$ cat src/design/dac_ctrl_pkg.sv
// Package of constants for the voltage converter register interface
// Overview of operation
// - Enable bit powers converter up or down
// - Clear bit low forces data registers zero
// - Range bit picks supply or reference span
// - Byte mode: low byte drives MSBs
// - Pin select bit routes output pin
// - Upper control bits have no effect
// - Twelve-bit output updates on low write
// - Code right-justified across low, high nibble
// - Data registers decode at fb and fc
// - Data registers reset to zero
// - Data registers ignore single-bit addressing
// - Converter disabled, output off after reset
package dac_ctrl_pkg;
	localparam logic [7:0] data_low_addr = 8'hfb;
	localparam logic [7:0] data_high_addr = 8'hfc;
	localparam logic [7:0] control_addr = 8'hfd;
	localparam logic [7:0] data_reset = 8'h00;
	localparam logic [7:0] control_reset = 8'h00;
	localparam logic [11:0] code_reset = 12'h000;
	localparam int enable_bit = 0;
	localparam int clear_n_bit = 1;
	localparam int range_bit = 2;
	localparam int byte_mode_bit = 3;
	localparam int pin_sel_bit = 4;
	localparam logic [7:0] control_used_mask = 8'h1f;
endpackage : dac_ctrl_pkg

$ cat src/design/dac_byte_reg.sv
// One byte-wide register with synchronous clear, written on strobe
module dac_byte_reg
	import dac_ctrl_pkg::*;
#(
	parameter logic [7:0] reset_value = 8'h00
) (
	// Clock and reset
	input wire logic clock_i,
	input wire logic rstn_i,
	// Write port
	input wire logic wr_i,
	input wire logic clr_i,
	input wire logic [7:0] data_i,
	// Stored value
	output logic [7:0] value_o
);
	always_ff @(posedge clock_i or negedge rstn_i) begin
		if (!rstn_i) begin
			value_o <= reset_value;
		end else if (clr_i) begin
			value_o <= data_reset;
		end else if (wr_i) begin
			value_o <= data_i;
		end
	end
endmodule // dac_byte_reg

$ cat src/design/dac_ctrl.sv
// Register interface and code update logic of the voltage converter
module dac_ctrl
	import dac_ctrl_pkg::*;
(
	// Clock and reset
	input wire logic clock_i,
	input wire logic rstn_i,
	// Special-function register bus
	input wire logic [7:0] sfr_addr_i,
	input wire logic sfr_wr_i,
	input wire logic sfr_bit_i,
	input wire logic [7:0] sfr_wdata_i,
	output logic [7:0] sfr_rdata_o,
	// Analog side
	output logic [11:0] code_o,
	output logic power_up_o,
	output logic output_en_o,
	output logic range_avdd_o,
	output logic pin_alt_o,
	output logic pin_main_o
);
	logic [7:0] control;
	logic [7:0] data_low;
	logic [7:0] data_high;
	logic wr_low;
	logic wr_high;
	logic clear;
	logic [11:0] next_code;
	logic [7:0] next_rdata;

	// Byte writes only; bit accesses are ignored
	assign wr_low = sfr_wr_i && !sfr_bit_i && sfr_addr_i == data_low_addr;
	assign wr_high = sfr_wr_i && !sfr_bit_i && sfr_addr_i == data_high_addr;
	assign clear = !control[clear_n_bit];

	// Control register
	always_ff @(posedge clock_i or negedge rstn_i) begin
		if (!rstn_i) begin
			control <= control_reset;
		end else if (sfr_wr_i && !sfr_bit_i && sfr_addr_i == control_addr) begin
			control <= sfr_wdata_i;
		end
	end

	dac_byte_reg #(
		.reset_value(data_reset)
	) u_low (
		.clock_i(clock_i),
		.rstn_i(rstn_i),
		.wr_i(wr_low),
		.clr_i(clear),
		.data_i(sfr_wdata_i),
		.value_o(data_low)
	);

	dac_byte_reg #(
		.reset_value(data_reset)
	) u_high (
		.clock_i(clock_i),
		.rstn_i(rstn_i),
		.wr_i(wr_high),
		.clr_i(clear),
		.data_i(sfr_wdata_i),
		.value_o(data_high)
	);

	// Code formed from the byte being written to the low register
	always_comb begin
		if (control[byte_mode_bit]) begin
			next_code = {sfr_wdata_i, 4'h0};
		end else begin
			next_code = {data_high[3:0], sfr_wdata_i};
		end
	end

	// Output code updates on a low-byte write and is held at zero while the clear bit is low
	always_ff @(posedge clock_i or negedge rstn_i) begin
		if (!rstn_i) begin
			code_o <= code_reset;
		end else if (clear) begin
			code_o <= code_reset;
		end else if (wr_low) begin
			code_o <= next_code;
		end
	end

	// Analog controls; upper control bits unused
	always_ff @(posedge clock_i or negedge rstn_i) begin
		if (!rstn_i) begin
			power_up_o <= 1'b0;
			output_en_o <= 1'b0;
			range_avdd_o <= 1'b0;
			pin_alt_o <= 1'b0;
			pin_main_o <= 1'b0;
		end else begin
			power_up_o <= control[enable_bit];
			output_en_o <= control[enable_bit];
			range_avdd_o <= control[range_bit];
			pin_alt_o <= control[enable_bit] && control[pin_sel_bit];
			pin_main_o <= control[enable_bit] && !control[pin_sel_bit];
		end
	end

	// Read data
	always_comb begin
		next_rdata = 8'h00;
		if (sfr_addr_i == data_low_addr) begin
			next_rdata = data_low;
		end else if (sfr_addr_i == data_high_addr) begin
			next_rdata = data_high;
		end else if (sfr_addr_i == control_addr) begin
			next_rdata = control;
		end
	end

	always_ff @(posedge clock_i or negedge rstn_i) begin
		if (!rstn_i) begin
			sfr_rdata_o <= 8'h00;
		end else begin
			sfr_rdata_o <= next_rdata;
		end
	end
endmodule // dac_ctrl

$ cat config.mk
export PLATFORM = sky130hd
export DESIGN_NAME = dac_ctrl
export DESIGN_NICKNAME = d
export VERILOG_FILES = /design/src/design/dac_ctrl_pkg.sv /design/src/design/dac_byte_reg.sv /design/src/design/dac_ctrl.sv
export SDC_FILE = /design/constraint.sdc
export NUM_CORES = 1
export LEC_CHECK = 0
export ABC_CLOCK_PERIOD_IN_PS = 1500
export CORE_MARGIN = 2
export CORE_UTILIZATION = 33
export CTS_CLUSTER_DIAMETER = 80
export DETAILED_ROUTE_END_ITERATION = 16
export DONT_BUFFER_PORTS = 1
export GPL_TIMING_DRIVEN = 0
export PLACE_DENSITY_LB_ADDON = 0.25
export SYNTH_ARGS = -nofsm -noshare
export SYNTH_HDL_FRONTEND = slang
export SYNTH_SLANG_ARGS = --single-unit
$ cat constraint.sdc
create_clock -name clock_i -period 1.5 [get_ports clock_i]
set_input_delay 0.075 -clock clock_i [delete_from_list [all_inputs] [get_ports clock_i]]
set_output_delay 0.075 -clock clock_i [all_outputs]
set_load 0.03 [all_outputs]
# After elaboration in Yosys (flattened, before gate mapping)
# Cells that the tools add are included.
[totals]
out_inout_bits = 25
inputBits = 20
register_bits = 48
wordCells = 32
[op_classes]
muxes = 10
n_reduce_logical = 8
eq_ne = 5
[op_table]
columns = ["op", "n"]
rows = [
  ["$mux W8", 7],
  ["$mux W12", 3],
  ["$eq A8 B8 Y1 const B", 3],
  ["$logic_and A1 B1 Y1", 6],
  ["$ne A2 B1 Y1 const B", 2],
  ["$logic_not A1 Y1", 2],
]

# Logic depth before layout (Yosys ltp)
[logic_depth]
depth_word = 5
mapped_depth = 5
mapped_depth_nobuf = 3

# Modules after synthesis
# Synthesis repeated with hierarchy kept, for this count alone.
[unflattened]
cells_unflattened = 200
area_unflattened_um2 = 2279.7
[by_module_without_submodules]
columns = ["module", "cells_per_inst", "n_inst", "area_each_um2", "seq_area_each_um2"]
rows = [
  ["dac_ctrl", 148, 1, 1629.1, 800.8],
  ["dac_byte_reg", 26, 2, 325.3, 200.2],
]

# Least setup slack after synthesis
# No wires, ideal clock.
[synth_timing]
path_type = "in2reg"
from = "in sfr_bit_i"
to = "reg control[0]"
path_buffers = 0
setup_ns = 0.125
path_slack_ns = 0.250
path_stages = 3
t_arrival_ns = 1.126
required_ns = 1.375
cell_sequence = "nand4b_1 -> nor4_4 -> mux2_2"
[synth_via]
elab_chain_cells = 3
[synth_lines]
columns = ["element", "line", "text"]
rows = [
  ["start: declaration", "dac_ctrl.sv:11", "input wire logic sfr_bit_i,"],
  ["$logic_not A1 Y1", "dac_ctrl.sv:40", "end else if (sfr_wr_i && !sfr_bit_i && sfr_addr_i == control_addr) begin"],
  ["$logic_and A1 B1 Y1 (2 in a row)", "dac_ctrl.sv:40", ""],
  ["end signal: assignment", "dac_ctrl.sv:39", "control <= control_reset;"],
  ["end signal: assignment", "dac_ctrl.sv:41", "control <= sfr_wdata_i;"],
  ["end: declaration", "dac_ctrl.sv:22", "logic [7:0] control;"],
]
# Every way passes these cells.
# A chain may end at the register's enable or synchronous reset.

# Worst setup path in the final report
[layout_timing]
from = "reg control[1]"
to = "reg code_o[9]"
[layout_via]
elab_chain_cells = 1
elab_cells_between_ends = 2
classes_between = "eq/ne: 1; mux: 1"
[layout_lines]
columns = ["element", "line", "text"]
rows = [
  ["$ne A2 B1 Y1 (no line) or $mux W12 (tied branches)", "n/a", ""],
  ["end signal: assignment", "dac_ctrl.sv:79", "code_o <= code_reset;"],
  ["end signal: assignment", "dac_ctrl.sv:81", "code_o <= code_reset;"],
  ["end signal: assignment", "dac_ctrl.sv:83", "code_o <= next_code;"],
  ["end: declaration", "dac_ctrl.sv:15", "output logic [11:0] code_o,"],
]
# Parallel ways exist; a longest one is shown, timed or not.

==> reports/summary.log <==
qor: outcome.result_of_the_run finished, final reports clean
qor: detailed_routing.drt_first_iter_violations 55
qor: detailed_routing.postRouteAntennaNets 0
qor: die.die_y 87.4 um
qor: layout.num-nets-final 244
qor: sta.timing.hold.ws 0.00900 ns
qor: detailed_routing.total_drc_errors_in_the_routed_layout 0
qor: sta.setup_viol 0
qor: clock_tree.tritoncts_clock_tree built
qor: layout.final_cell_mix sky130_fd_sc_hd__nand2_1 (56), sky130_fd_sc_hd__dfrtp_1 (48), sky130_fd_sc_hd__mux2i_1 (28), sky130_fd_sc_hd__mux2_2 (16), sky130_fd_sc_hd__and3b_1 (12)
qor: clock_tree.clock_latency_at_the_later_pin_of_the_worst_skew_pair 0.30 ns
qor: die.floorplan.initialDensity 34.0%
qor: layout.n_fill_cell 678
qor: logic_synthesis.ys.warnings.count 0
qor: logic_synthesis.synth_area_leader_cell sky130_fd_sc_hd__dfrtp_1
qor: clock_tree.cts-buffers-inserted 5
qor: layout.post-route-cell-area 2590 sq um
qor: logic_synthesis.yosys.area.top_type_share 52.3%
qor: pwr.power 2210 uW
qor: sta.clock_skew 0.00201 ns
qor: clock_tree.root_cell_of_the_clock_tree sky130_fd_sc_hd__clkbuf_8
qor: placed_design.buffer_ports.inserted 0
qor: global_routing.first_global_vias 1,621
qor: logic_synthesis.synth_edf_count 0
qor: critical_path.path_max_fanout 10
qor: global_routing.grt_start_max_net_pins 49
qor: die.die_area 7640 sq um
qor: critical_path.setup.worst_path.start_class flip-flop
qor: logic_synthesis.avgSynthCellArea 11.1 sq um
qor: layout.drive_gt1_share 18.3%
qor: sta.slew-limit-headroom 46.6%
qor: min_path.whs_path_depth 2
qor: placed_design.placed_area 2400 sq um
qor: sta.peak_clock_frequency_supported_by_timing 767 MHz
qor: global_routing.grt_first_pass_wirelength 8.50 mm
qor: detailed_routing.drt_total_wl 5.19 mm
qor: detailed_routing.drt-vias-per-instance 4.97
qor: clock_tree.clk_transition_reported_paths 0.09 ns
qor: critical_path.rr_endpoint code_o[9]
qor: detailed_routing.dr_total_vias 1,511
qor: critical_path.r2r-start control[1]
qor: clock_tree.cts-root-to-sink-buffers 2
qor: logic_synthesis.synth_sequential_area_ratio 52.3%
qor: die.floorplan.core_area 6760 sq um
qor: die.floorplan.rows 30
qor: critical_path.worst-r2r-cell-count 4
qor: global_routing.grt_overflow_total 0
qor: detailed_routing.avgRoutedWirePerCell 17.1 um
qor: critical_path.rrSetupSlack 0.20 ns
qor: logic_synthesis.asr_flop_ratio_synth 100%
qor: logic_synthesis.mappedNetlistNets 227
qor: min_path.holdCritStartpoint sfr_addr_i[0]
qor: die.ios 45
qor: sta.final_report_hold_violation_count 0
qor: pwr.power.density 851 nW/um^2
qor: layout.diodes 0
qor: run.max_cap_viol_count 0
qor: critical_path.worstSetupEndpointType flip-flop
qor: clock_tree.cts_h_tree_depth 2
qor: sta.fin_crit 1.30 ns
qor: critical_path.arrival 1.53 ns
qor: sta.least_margin_pin_slew 0.795 ns
qor: logic_synthesis.synth.area.top_cells sky130_fd_sc_hd__dfrtp_1 (52%), sky130_fd_sc_hd__mux2i_1 (12%), sky130_fd_sc_hd__nand2_1 (9.2%), sky130_fd_sc_hd__mux2_2 (7.8%), sky130_fd_sc_hd__and3b_1 (4.6%)
qor: global_routing.number_of_antenna_violations_at_the_first_check_in_global_routing 0
qor: min_path.min_delay_worst_endpoint u_high.value_o[2]
qor: placed_design.dpl.hpwl 3.45 mm
qor: sta.final_max_slew_viol_count 0
qor: detailed_routing.detail_route.first_pass.iterations 4
qor: sta.rsz0062_at_grt false
qor: logic_synthesis.postSynthRegisterBits 48
qor: min_path.holdCritPathClass input port to flip-flop
qor: clock_tree.postCtsSetupBuffers 0
qor: logic_synthesis.synth_cell_type_count 23
qor: sta.layout_worst_path_cycle_share 87.0%
qor: die.die_x 87.4 um
qor: placed_design.place.gp.congestion 0.763
qor: logic_synthesis.postSynth.topFlopCell sky130_fd_sc_hd__dfrtp_1
qor: layout.mostFrequentLayoutCell sky130_fd_sc_hd__nand2_1
qor: clock_tree.total_clock_sinks 48
qor: layout.areaGrowthSynthToFinish 12.9%
qor: critical_path.timing.setup.critical_path_class flip-flop to flip-flop
qor: critical_path.worstPathRequired 1.73 ns
qor: global_routing.grt_use_total 14.6%
qor: logic_synthesis.synthesis.instances 207
qor: pwr.max_rail_drop_vdd 0.335 mV
qor: logic_synthesis.mappedNetlistArea 2300 sq um
qor: pwr.leakagePower 0.00113 uW
[cell type report]
type / count / area [sq um] / area share, %
buffer: 13 / 65.1 / 2.51
clock buffer: 6 / 72.6 / 2.80
clock inverter: 1 / 5.00 / 0.193
inverter: 1 / 3.75 / 0.145
multi-input combinational: 145 / 1030 / 39.6
sequential: 48 / 1200 / 46.3
tap: 80 / 100 / 3.86
timing repair buffer: 10 / 118 / 4.54
[where the power goes]
group | total [uW] | internal, uW | switching [uW] | leakage, uW
Combinational | 138 | 57.4 | 80.9 | 0.000415
Sequential | 1310 | 1300 | 9.44 | 0.000670
Clock | 759 | 319 | 440 | 0.0000410
[cells in the mapped netlist (2+ instances only)]
cell type,count
sky130_fd_sc_hd__clkbuf_1,6
sky130_fd_sc_hd__mux2i_1,28
sky130_fd_sc_hd__buf_4,3
sky130_fd_sc_hd__and3b_1,12
sky130_fd_sc_hd__nor4_4,2
sky130_fd_sc_hd__and3b_2,4
sky130_fd_sc_hd__or2_2,2
sky130_fd_sc_hd__dfrtp_1,48
sky130_fd_sc_hd__nor2b_1,2
sky130_fd_sc_hd__mux2_2,16
sky130_fd_sc_hd__buf_2,3
sky130_fd_sc_hd__a21oi_1,8
sky130_fd_sc_hd__nand2_1,56
sky130_fd_sc_hd__o21ai_0,8
[how the worst max path moves through the flow]
stage | end | startpoint
2_1_floorplan | control[0] | sfr_bit_i
3_3_place_gp | control[7] | sfr_bit_i
3_5_place_dp | control[0] | sfr_bit_i
4_1_cts | u_low.value_o[7] | control[1]
5_1_grt | code_o[9] | control[1]
6_report | code_o[9] | control[1]
[metal layers]
metal | wire length (um) | GRT usage, % | up-vias
li1 | - | - | 733
met1 | 2500 | 20.2 | 731
met2 | 2320 | 22.5 | 41
met3 | 309 | 3.79 | 6
met4 | 66 | 4.62 | 0
met5 | 0 | 0 | -
[cells by family after synthesis]
family          synth area share (%)
compound gates                  3.49
buf+inv                         2.94
flops                           52.3
mux                             20.1
simple gates                    21.2
[timing repair]
action                     in CTS  in global routing
hold buffers                   10                  0
resized for setup               0                  2
hold endpoints to repair       75                  0
setup endpoints to repair       0                  5
[state kept, by name (all words and copies together), names as in the netlist]
signal          count
pin_alt_o           1
pin_main_o          1
code_o             12
u_low.value_o       8
u_high.value_o      8
output_en_o         1
range_avdd_o        1
sfr_rdata_o         8
control             8
[stage by stage]
| step | util, % | cells | worst slack [ns] | setup TNS, ns |
|---|---|---|---|---|
| 3_3_place_gp | 35.5 | 287 | -0.0325 | -0.253 |
| 4_1_cts | 38.4 | 304 | 0.0893 | 0 |
| 6_report | 38.4 | 304 | 0.196 | 0 |
| 5_1_grt | 38.4 | 304 | 0.00805 | 0 |
| 2_1_floorplan | - | 207 | 0.250 | 0 |
| 3_5_place_dp | 35.5 | 287 | -0.0262 | -0.187 |
[worst max-delay path, cell delays in order, from the launching register on]
cell and delay (ns):
sky130_fd_sc_hd__dfrtp_1 0.35, sky130_fd_sc_hd__buf_2 0.20, sky130_fd_sc_hd__clkbuf_1 0.40, sky130_fd_sc_hd__nand2_1 0.11, sky130_fd_sc_hd__mux2i_1 0.16
Power figures use the tool's default switching activity.
